## config.mk

```make
export PLATFORM = sky130hd
export DESIGN_NAME = imcr_top
export DESIGN_NICKNAME = d
export VERILOG_FILES = /design/src/logic/imcr_source_cell.v /design/src/logic/imcr_top.v
export VERILOG_INCLUDE_DIRS = /design/src /design/src/logic
export SDC_FILE = /design/constraint.sdc
export NUM_CORES = 1
export LEC_CHECK = 0
export ABC_AREA = 1
export BUFFER_PORTS_ARGS = -buffer_cell sky130_fd_sc_hd__buf_2
export CORE_MARGIN = 4
export CORE_UTILIZATION = 55
export CTS_CLUSTER_DIAMETER = 120
export DETAILED_ROUTE_END_ITERATION = 7
export PLACE_DENSITY = 0.81
export SYNTH_ARGS = -nofsm -noshare
export SYNTH_HDL_FRONTEND = slang
export SYNTH_SLANG_ARGS = --single-unit
```

## constraint.sdc

```tcl
create_clock -name SYS_CLK -period 5.3 [get_ports SYS_CLK]
set_clock_uncertainty 0.2 [all_clocks]
set_input_delay 0.53 -clock SYS_CLK [delete_from_list [all_inputs] [get_ports SYS_CLK]]
set_output_delay 0.53 -clock SYS_CLK [all_outputs]
set_load 0.02 [all_outputs]
```

## src/logic/imcr_defines.vh

```
// imcr_defines.vh: offsets, bit positions and reset values for the interrupt mask block
// assumes inclusion by bare name from the design files
`ifndef IMCR_DEFINES_VH
`define IMCR_DEFINES_VH
`define IMCR_NSRC 32
`define IMCR_AW 12
// register byte offsets
`define IMCR_OFF_PENDING 12'h10C
`define IMCR_OFF_MASK 12'h110
`define IMCR_OFF_LINES 12'h114
`define IMCR_OFF_ENABLE 12'h120
`define IMCR_OFF_DISABLE 12'h124
`define IMCR_OFF_SCLR 12'h128
`define IMCR_OFF_SSET 12'h12C
`define IMCR_OFF_EOI 12'h130
// line status bit positions
`define IMCR_BIT_FAST 0
`define IMCR_BIT_NORMAL 1
// per-source positions, low half
`define IMCR_SRC_FAST 0
`define IMCR_SRC_SOFT0 1
`define IMCR_SRC_WDOG 2
`define IMCR_SRC_WTIM 3
`define IMCR_SRC_SER0 4
`define IMCR_SRC_SER1 5
`define IMCR_SRC_CAND 6
`define IMCR_SRC_SPI 7
`define IMCR_SRC_CANB 8
`define IMCR_SRC_CANC 9
`define IMCR_SRC_CONV0 10
`define IMCR_SRC_CONV1 11
`define IMCR_SRC_GTAA 12
`define IMCR_SRC_GTAB 13
`define IMCR_SRC_GTAC 14
`define IMCR_SRC_SOFT1 15
// per-source positions, high half
`define IMCR_SRC_SOFT2 16
`define IMCR_SRC_SOFT3 17
`define IMCR_SRC_GTBA 18
`define IMCR_SRC_PWM 19
`define IMCR_SRC_CANA 20
`define IMCR_SRC_UIO 21
`define IMCR_SRC_CAP0 22
`define IMCR_SRC_CAP1 23
`define IMCR_SRC_STA 24
`define IMCR_SRC_STB 25
`define IMCR_SRC_SOFT4 26
`define IMCR_SRC_SOFT5 27
`define IMCR_SRC_EXT0 28
`define IMCR_SRC_EXT1 29
`define IMCR_SRC_SOFT6 30
`define IMCR_SRC_SOFT7 31
// soft request positions: 1,15,16,17,26,27,30,31
`define IMCR_SOFT_MAP 32'hCC038002
`define IMCR_ZERO32 32'h00000000
`define IMCR_MASK_RST 32'h00000000
`define IMCR_RESP_OKAY 2'h0
`define IMCR_RESP_SLVERR 2'h2
`endif

```

## src/logic/imcr_source_cell.v

```verilog
// imcr_source_cell.v: one per-source pending/forwarding slice
// assumes the parent gives decoded one-cycle command strobes
`timescale 1ns/1ps
module imcr_source_cell
#(
   parameter IS_SOFT = 1'b0
)
(
   input wire clk,
   input wire rst,
   input wire ce,
   input wire src_in,
   input wire soft_set,
   input wire soft_clr,
   input wire enabled,
   output wire pending,
   output wire fwd
);
   reg soft_r;
   wire soft_nxt;
   // set wins over clear in the same cycle
   assign soft_nxt = IS_SOFT ? (soft_set | (soft_r & ~soft_clr)) : 1'b0;
   // soft request flop
   always @(posedge clk or posedge rst)
   begin
      if (rst)
      begin
         soft_r <= 1'b0;
      end
      else if (ce)
      begin
         soft_r <= soft_nxt;
      end
   end
   // pending reflects level of source or soft flop
   assign pending = src_in | soft_r;
   // disabled sources are not forwarded
   assign fwd = pending & enabled;
endmodule // imcr_source_cell

```

## src/logic/imcr_top.v

```verilog
// imcr_top.v: mask, line status and command registers of a 32-source interrupt controller
// assumes an AXI4-Lite master on SYS_CLK, and hardware sources synchronous level requests
//
// Local design decision: register access over AXI4-Lite.
`timescale 1ns/1ps
`include "imcr_defines.vh"
// Function
// - low sixteen positions: fast, soft0, soft1, watchdog, timers, serial, can, spi, converters
// - high sixteen positions: soft, timers, pwm, can, user io, capture, external lines
// - mask reads 1 for enabled sources; disabled sources never reach the core
// - line status bit 1 reads the normal request line level
// - line status bit 0 reads the fast request line level; upper bits zero
// - clear command ones clear matching soft requests; zeros do nothing
// - set command ones assert matching soft requests; zeros do nothing
// - pending register reads 1 per source with pending request, same layout
module imcr_top
(
   input wire SYS_CLK,
   input wire RST,
   input wire CE,
   input wire [31:0] SRC_IN,
   output wire CORE_NORMAL_LINE_ACTIVE,
   output wire CORE_FAST_LINE_ACTIVE,
   output wire EOI_PULSE,
   input wire [11:0] S_AXI_AWADDR,
   input wire S_AXI_AWVALID,
   output wire S_AXI_AWREADY,
   input wire [31:0] S_AXI_WDATA,
   input wire [3:0] S_AXI_WSTRB,
   input wire S_AXI_WVALID,
   output wire S_AXI_WREADY,
   output wire [1:0] S_AXI_BRESP,
   output wire S_AXI_BVALID,
   input wire S_AXI_BREADY,
   input wire [11:0] S_AXI_ARADDR,
   input wire S_AXI_ARVALID,
   output wire S_AXI_ARREADY,
   output wire [31:0] S_AXI_RDATA,
   output wire [1:0] S_AXI_RRESP,
   output wire S_AXI_RVALID,
   input wire S_AXI_RREADY
);
   reg [11:0] awaddr_r;
   reg aw_have_r;
   reg [31:0] wdata_r;
   reg [3:0] wstrb_r;
   reg w_have_r;
   reg bvalid_r;
   reg [1:0] bresp_r;
   reg rvalid_r;
   reg [31:0] rdata_r;
   reg [1:0] rresp_r;
   reg [31:0] mask_r;
   reg [31:0] mask_nxt;
   reg normal_r;
   reg fast_r;
   reg eoi_r;
   wire [31:0] pending;
   wire [31:0] fwd;
   wire [31:0] wbyte;
   wire do_write;
   wire wr_enable;
   wire wr_disable;
   wire wr_sclr;
   wire wr_sset;
   wire wr_eoi;
   wire wr_known;
   reg [31:0] rd_val;
   reg rd_ok;
   wire [31:0] src_vec;
   // named source lines; soft positions name the hardware line beside the soft flop
   wire fast_line_source;
   wire soft_request0;
   wire watchdog_source;
   wire watch_timer_source;
   wire serial_port0_source;
   wire serial_port1_source;
   wire can_ctrl_d_source;
   wire spi_source;
   wire can_ctrl_b_source;
   wire can_ctrl_c_source;
   wire converter0_source;
   wire converter1_source;
   wire gp_timer_a_ch_a_source;
   wire gp_timer_a_ch_b_source;
   wire gp_timer_a_ch_c_source;
   wire soft_request1;
   wire soft_request2;
   wire soft_request3;
   wire gp_timer_b_ch_a_source;
   wire pwm_source;
   wire can_ctrl_a_source;
   wire user_io_source;
   wire capture_unit0_source;
   wire capture_unit1_source;
   wire simple_timer_a_source;
   wire simple_timer_b_source;
   wire soft_request4;
   wire soft_request5;
   wire external_line0_source;
   wire external_line1_source;
   wire soft_request6;
   wire soft_request7;

   // address and data channels accepted independently, held until the response
   assign S_AXI_AWREADY = CE & ~aw_have_r & ~bvalid_r; // nothing taken while frozen
   assign S_AXI_WREADY = CE & ~w_have_r & ~bvalid_r;
   assign S_AXI_BVALID = bvalid_r;
   assign S_AXI_BRESP = bresp_r;
   assign S_AXI_ARREADY = CE & ~rvalid_r;
   assign S_AXI_RVALID = rvalid_r;
   assign S_AXI_RDATA = rdata_r;
   assign S_AXI_RRESP = rresp_r;
   assign do_write = aw_have_r & w_have_r & ~bvalid_r;

   // split the source bus into named lines by position
   assign fast_line_source = SRC_IN[`IMCR_SRC_FAST];
   assign soft_request0 = SRC_IN[`IMCR_SRC_SOFT0];
   assign watchdog_source = SRC_IN[`IMCR_SRC_WDOG];
   assign watch_timer_source = SRC_IN[`IMCR_SRC_WTIM];
   assign serial_port0_source = SRC_IN[`IMCR_SRC_SER0];
   assign serial_port1_source = SRC_IN[`IMCR_SRC_SER1];
   assign can_ctrl_d_source = SRC_IN[`IMCR_SRC_CAND];
   assign spi_source = SRC_IN[`IMCR_SRC_SPI];
   assign can_ctrl_b_source = SRC_IN[`IMCR_SRC_CANB];
   assign can_ctrl_c_source = SRC_IN[`IMCR_SRC_CANC];
   assign converter0_source = SRC_IN[`IMCR_SRC_CONV0];
   assign converter1_source = SRC_IN[`IMCR_SRC_CONV1];
   assign gp_timer_a_ch_a_source = SRC_IN[`IMCR_SRC_GTAA];
   assign gp_timer_a_ch_b_source = SRC_IN[`IMCR_SRC_GTAB];
   assign gp_timer_a_ch_c_source = SRC_IN[`IMCR_SRC_GTAC];
   assign soft_request1 = SRC_IN[`IMCR_SRC_SOFT1];
   assign soft_request2 = SRC_IN[`IMCR_SRC_SOFT2];
   assign soft_request3 = SRC_IN[`IMCR_SRC_SOFT3];
   assign gp_timer_b_ch_a_source = SRC_IN[`IMCR_SRC_GTBA];
   assign pwm_source = SRC_IN[`IMCR_SRC_PWM];
   assign can_ctrl_a_source = SRC_IN[`IMCR_SRC_CANA];
   assign user_io_source = SRC_IN[`IMCR_SRC_UIO];
   assign capture_unit0_source = SRC_IN[`IMCR_SRC_CAP0];
   assign capture_unit1_source = SRC_IN[`IMCR_SRC_CAP1];
   assign simple_timer_a_source = SRC_IN[`IMCR_SRC_STA];
   assign simple_timer_b_source = SRC_IN[`IMCR_SRC_STB];
   assign soft_request4 = SRC_IN[`IMCR_SRC_SOFT4];
   assign soft_request5 = SRC_IN[`IMCR_SRC_SOFT5];
   assign external_line0_source = SRC_IN[`IMCR_SRC_EXT0];
   assign external_line1_source = SRC_IN[`IMCR_SRC_EXT1];
   assign soft_request6 = SRC_IN[`IMCR_SRC_SOFT6];
   assign soft_request7 = SRC_IN[`IMCR_SRC_SOFT7];

   // regather the named lines into the per-source vector the slices use
   assign src_vec[`IMCR_SRC_FAST] = fast_line_source;
   assign src_vec[`IMCR_SRC_SOFT0] = soft_request0;
   assign src_vec[`IMCR_SRC_WDOG] = watchdog_source;
   assign src_vec[`IMCR_SRC_WTIM] = watch_timer_source;
   assign src_vec[`IMCR_SRC_SER0] = serial_port0_source;
   assign src_vec[`IMCR_SRC_SER1] = serial_port1_source;
   assign src_vec[`IMCR_SRC_CAND] = can_ctrl_d_source;
   assign src_vec[`IMCR_SRC_SPI] = spi_source;
   assign src_vec[`IMCR_SRC_CANB] = can_ctrl_b_source;
   assign src_vec[`IMCR_SRC_CANC] = can_ctrl_c_source;
   assign src_vec[`IMCR_SRC_CONV0] = converter0_source;
   assign src_vec[`IMCR_SRC_CONV1] = converter1_source;
   assign src_vec[`IMCR_SRC_GTAA] = gp_timer_a_ch_a_source;
   assign src_vec[`IMCR_SRC_GTAB] = gp_timer_a_ch_b_source;
   assign src_vec[`IMCR_SRC_GTAC] = gp_timer_a_ch_c_source;
   assign src_vec[`IMCR_SRC_SOFT1] = soft_request1;
   assign src_vec[`IMCR_SRC_SOFT2] = soft_request2;
   assign src_vec[`IMCR_SRC_SOFT3] = soft_request3;
   assign src_vec[`IMCR_SRC_GTBA] = gp_timer_b_ch_a_source;
   assign src_vec[`IMCR_SRC_PWM] = pwm_source;
   assign src_vec[`IMCR_SRC_CANA] = can_ctrl_a_source;
   assign src_vec[`IMCR_SRC_UIO] = user_io_source;
   assign src_vec[`IMCR_SRC_CAP0] = capture_unit0_source;
   assign src_vec[`IMCR_SRC_CAP1] = capture_unit1_source;
   assign src_vec[`IMCR_SRC_STA] = simple_timer_a_source;
   assign src_vec[`IMCR_SRC_STB] = simple_timer_b_source;
   assign src_vec[`IMCR_SRC_SOFT4] = soft_request4;
   assign src_vec[`IMCR_SRC_SOFT5] = soft_request5;
   assign src_vec[`IMCR_SRC_EXT0] = external_line0_source;
   assign src_vec[`IMCR_SRC_EXT1] = external_line1_source;
   assign src_vec[`IMCR_SRC_SOFT6] = soft_request6;
   assign src_vec[`IMCR_SRC_SOFT7] = soft_request7;

   // byte lanes: only strobed bytes carry command ones
   genvar gb;
   generate
      for (gb = 0; gb < 4; gb = gb + 1)
      begin : g_lane
         assign wbyte[gb*8+7:gb*8] = wstrb_r[gb] ? wdata_r[gb*8+7:gb*8] : 8'h00;
      end
   endgenerate

   // write decode
   assign wr_enable = do_write & (awaddr_r == `IMCR_OFF_ENABLE);
   assign wr_disable = do_write & (awaddr_r == `IMCR_OFF_DISABLE);
   assign wr_sclr = do_write & (awaddr_r == `IMCR_OFF_SCLR);
   assign wr_sset = do_write & (awaddr_r == `IMCR_OFF_SSET);
   assign wr_eoi = do_write & (awaddr_r == `IMCR_OFF_EOI);
   assign wr_known = wr_enable | wr_disable | wr_sclr | wr_sset | wr_eoi;

   // write channel capture and response
   always @(posedge SYS_CLK or posedge RST)
   begin
      if (RST)
      begin
         awaddr_r <= 12'h000;
         aw_have_r <= 1'b0;
         wdata_r <= `IMCR_ZERO32;
         wstrb_r <= 4'h0;
         w_have_r <= 1'b0;
         bvalid_r <= 1'b0;
         bresp_r <= `IMCR_RESP_OKAY;
      end
      else if (CE)
      begin
         if (S_AXI_AWVALID & S_AXI_AWREADY)
         begin
            awaddr_r <= {S_AXI_AWADDR[11:2], 2'h0};
            aw_have_r <= 1'b1;
         end
         if (S_AXI_WVALID & S_AXI_WREADY)
         begin
            wdata_r <= S_AXI_WDATA;
            wstrb_r <= S_AXI_WSTRB;
            w_have_r <= 1'b1;
         end
         if (do_write)
         begin
            aw_have_r <= 1'b0;
            w_have_r <= 1'b0;
            bvalid_r <= 1'b1;
            bresp_r <= wr_known ? `IMCR_RESP_OKAY : `IMCR_RESP_SLVERR;
         end
         else if (bvalid_r & S_AXI_BREADY)
         begin
            bvalid_r <= 1'b0;
         end
      end
   end

   // mask next value: disable applied after enable so a bit in both ends cleared
   always @*
   begin
      mask_nxt = mask_r;
      if (wr_enable)
      begin
         mask_nxt = mask_r | wbyte;
      end
      if (wr_disable)
      begin
         mask_nxt = mask_r & ~wbyte;
      end
   end

   // mask register and core line flops
   always @(posedge SYS_CLK or posedge RST)
   begin
      if (RST)
      begin
         mask_r <= `IMCR_MASK_RST;
         normal_r <= 1'b0;
         fast_r <= 1'b0;
         eoi_r <= 1'b0;
      end
      else if (CE)
      begin
         mask_r <= mask_nxt;
         fast_r <= fwd[`IMCR_SRC_FAST];
         normal_r <= |(fwd & ~(32'h00000001 << `IMCR_SRC_FAST));
         eoi_r <= wr_eoi;
      end
   end

   // one slice per source; soft positions carry a set/clear flop
   genvar gs;
   generate
      for (gs = 0; gs < `IMCR_NSRC; gs = gs + 1)
      begin : g_src
         imcr_source_cell #(
            .IS_SOFT(((`IMCR_SOFT_MAP >> gs) & 32'h00000001) != 32'h00000000)
         ) u_cell (
            .clk(SYS_CLK),
            .rst(RST),
            .ce(CE),
            .src_in(src_vec[gs]),
            .soft_set(wr_sset & wbyte[gs]),
            .soft_clr(wr_sclr & wbyte[gs]),
            .enabled(mask_r[gs]),
            .pending(pending[gs]),
            .fwd(fwd[gs])
         );
      end
   endgenerate

   // read decode
   always @*
   begin
      rd_val = `IMCR_ZERO32;
      rd_ok = 1'b1;
      if ({S_AXI_ARADDR[11:2], 2'h0} == `IMCR_OFF_MASK)
      begin
         rd_val = mask_r;
      end
      else if ({S_AXI_ARADDR[11:2], 2'h0} == `IMCR_OFF_LINES)
      begin
         rd_val[`IMCR_BIT_NORMAL] = normal_r;
         rd_val[`IMCR_BIT_FAST] = fast_r;
      end
      else if ({S_AXI_ARADDR[11:2], 2'h0} == `IMCR_OFF_PENDING)
      begin
         rd_val = pending;
      end
      else if (({S_AXI_ARADDR[11:2], 2'h0} == `IMCR_OFF_ENABLE) ||
               ({S_AXI_ARADDR[11:2], 2'h0} == `IMCR_OFF_DISABLE) ||
               ({S_AXI_ARADDR[11:2], 2'h0} == `IMCR_OFF_SCLR) ||
               ({S_AXI_ARADDR[11:2], 2'h0} == `IMCR_OFF_SSET) ||
               ({S_AXI_ARADDR[11:2], 2'h0} == `IMCR_OFF_EOI))
      begin
         rd_val = `IMCR_ZERO32; // write-only, reads zero
      end
      else
      begin
         rd_ok = 1'b0;
      end
   end

   // read channel
   always @(posedge SYS_CLK or posedge RST)
   begin
      if (RST)
      begin
         rvalid_r <= 1'b0;
         rdata_r <= `IMCR_ZERO32;
         rresp_r <= `IMCR_RESP_OKAY;
      end
      else if (CE)
      begin
         if (S_AXI_ARVALID & S_AXI_ARREADY)
         begin
            rvalid_r <= 1'b1;
            rdata_r <= rd_val;
            rresp_r <= rd_ok ? `IMCR_RESP_OKAY : `IMCR_RESP_SLVERR;
         end
         else if (rvalid_r & S_AXI_RREADY)
         begin
            rvalid_r <= 1'b0;
         end
      end
   end

   // core lines come from flops
   assign CORE_NORMAL_LINE_ACTIVE = normal_r;
   assign CORE_FAST_LINE_ACTIVE = fast_r;
   assign EOI_PULSE = eoi_r;
endmodule // imcr_top

```

==> metrics.md <==
| Metric | Value |
|---|---|
| Most frequent cell after synthesis | `nand2_1` |
| Post-cts sizing count | `0` |
| Die width | `116 um` |
| Post-synthesis xor/xnor area fraction | `0` |
| CP required | `5.44 ns` |
| HPWL Detailed | `11.5 mm` |
| Worst Path Buf+Inv | `1` |
| Number of synthesized flops with an enable pin | `0` |
| CP startpoint kind | `input port` |
| Yosys top cell by area | `dfrtp_1` |
| Critical path startpoint | `S_AXI_ARADDR[11]` |
| Outcome | `finished, final reports clean` |
| Max-slew headroom | `0.317` |
| Maximum buffer depth of the clock tree | `2` |
| Ys flop type | `dfrtp_1` |
| Synth top area share | `0.496` |
| Later-pin clock latency in the skew report | `0.41 ns` |
| Max cap viols | `0` |
| Drt pass-1 iters | `5` |
| Placed inst area | `0.00711 sq mm` |
| Worst EP arrival | `2.48 ns` |
| GP Congestion | `0.881` |
| Antenna Cells | `0` |
| Cells on worst reg2reg path | `7` |
| CP max-delay cell | `nor2_4` |
| Final setup vio count | `0` |
| Critical path's top delay family | `simple AND/OR/NAND/NOR gates` |
| Final Max Slew Viols | `0` |
| FILL cells | `989` |
| Worst Tran Pin Value | `1.02 ns` |
| Cts hold-fix bufs | `0` |
| Number of global-route vias before repair | `5477` |
| Hold Path Stages | `3` |
| Post-CTS setup buffers | `0` |
| Vias per Instance | `5.32` |
| CORE AREA | `0.0114 sq mm` |
| Max FO, Critical Path | `26` |
| Hold Worst Slack | `0.114 ns` |
| Compound-Gate Fraction of Synth Area | `0.0480` |
| WS Path Type | `input port to flip-flop` |
| Period utilisation layout | `0.440` |
| Unique cell type count in the Yosys netlist | `29` |
| Avg Cell Area, Syn | `7.52 sq um` |
| Leak | `4.29 nW` |
| Area Growth Syn to Fin | `19.9%` |
| Area occupied by multi-input gates | `0.00267 sq mm` |
| CTS Buf Count | `17` |
| Sequential cell area | `0.00318 sq mm` |
| Final #Nets | `1076` |
| Sum Neg Setup Slack | `0 ns` |
| Crit. End Element | `flip-flop` |
| IO Port Bufs | `137` |
| Die height | `116 um` |
| Design area | `0.00769 sq mm` |
| Number of clock sinks | `127` |
| DRC Markers | `0` |
| Global route total overflow | `0` |
| Synthesized instance count | `853` |
| Fmax | `429 MHz` |
| First-pass GRT wire length | `26.7 mm` |
| Vias | `6009` |
| CTS tree | `yes` |
| CP Cell Sequence | `buf_2 > nor2_4 > nand2_1 > nor2_4 > nand3_2 > o21ai_1 > nand2_1 > nand2_1` |
| Largest family of logic cells by synthesized area | `simple AND/OR/NAND/NOR gates` |
| Tot GR Track Use | `0.253` |
| Hold_sp | `S_AXI_WDATA[25]` |
| Post-synthesis adder-cell area fraction | `0` |
| H-tree depth | `4` |
| Hold Crit Class | `input port to flip-flop` |
| Util after Layout | `0.673` |
| Routed Wire Length | `16.7 mm` |
| Yosys warns | `0` |
| Initial antenna violation count | `0` |
| Clk slew on worst S/H paths | `0.05 ns` |
| Post-synth ARST share | `1.00` |
| Dominant cells by area after synthesis | `dfrtp_1, nand2_1, inv_1` |
| Site Rows | `39` |
| Path length in cells of the critical path | `8` |
| Final min period | `2.33 ns` |
| Endpoints failing hold | `0` |
| Cell area after synthesis | `0.00641 sq mm` |
| Starting DRT DRC Count | `639` |
| Largest net degree at the start of global routing | `86` |
| Post-synthesis mux area share | `0` |
| Pwr/cell area | `394 mW/mm^2` |
| Post-synthesis sequential area ratio | `0.496` |
| Largest stage delay on the critical path | `0.48 ns` |
| Synth top cells by count | `nand2_1, dfrtp_1, inv_1` |
| RSZ-0062 raised after global routing | `false` |
| Worst VDD drop | `0.290 mV` |
| Avg WL per Cell | `14.8 um` |
| Reg-to-reg startpoint | `S_AXI_BVALID` |
| Initial Utilization | `0.562` |
| Boundary Pins | `144` |
| Post-synthesis register bit count | `127` |
| Post-synthesis simple-gate area fraction | `0.368` |
| Share of layout cells above drive strength 1 | `0.204` |
| Most frequent cell on the critical path | `nand2_1` |
| Root Driver | `clkbuf_16` |
| Die Area | `0.0135 sq mm` |
| Routed Antenna Nets | `0` |
==> per-layer routing <==
metal  up-vias  GRT usage  wire [um]
li1       2948          -          -
met1      2779      0.378       7730
met2       255      0.377       7360
met3        27     0.0480       1300
met4         0     0.0773        298
met5         -          0          0
==> placed cells by master (no fill, tap or decap), drive strengths merged, types with 3 or more instances in the layout <==
| cell | n |
|---|---|
| nand2 | 359 |
| buf | 141 |
| dfrtp | 127 |
| inv | 93 |
| nand3 | 68 |
| o21ai | 58 |
| nor2 | 50 |
| nand4 | 49 |
| clkbuf | 23 |
| clkinv | 5 |
| or2 | 3 |
==> tightest hold or removal path, delay by kind of cell <==
kind / cells / cell delay, ns
simple gates: 2 / 0.08
buf+inv: 1 / 0.07
==> power by group <==
| part | total (mW) | internal (mW) | switching, mW |
|---|---|---|---|
| clock | 1.14 | 0.744 | 0.396 |
| sequential | 1.38 | 1.16 | 0.223 |
| combinational | 0.511 | 0.170 | 0.341 |
==> stage by stage <==
step	power [mW]	cells	worst slack, ns
after floorplan	1.71	854	1.19
after global placement	1.87	1100	2.66
after detailed placement	1.89	1100	2.65
after CTS	3.03	1129	3.00
after global routing	3.19	1129	2.81
final	3.03	1129	2.97
==> path summary, 6_finish.rpt <==
kind,endpoint,slack [ns]
setup / recovery,S_AXI_RDATA[20],2.97
setup reg to reg,wstrb_r[3],3.02
max in group asynchronous,S_AXI_BVALID,3.60
min in group asynchronous,S_AXI_RDATA[17],0.18
hold / removal,wdata_r[25],0.11
hold reg to reg,S_AXI_RDATA[0],0.27
==> cell type report <==
type / count / area share
well taps: 143 / 0.0233
clock buffers: 23 / 0.0648
multi-input cells: 594 / 0.348
repair buffers: 141 / 0.0931
flip-flops and latches: 127 / 0.413
inverters: 95 / 0.0470
clock inverters: 6 / 0.0107
==> cell families after synthesis <==
logic type,Yosys count
and+or+nand+nor,531
buffers and inverters,133
DFF,127
AOI/OAI and AO/OA,61
other,1
No activity file was read; power rests on OpenSTA's default activity.
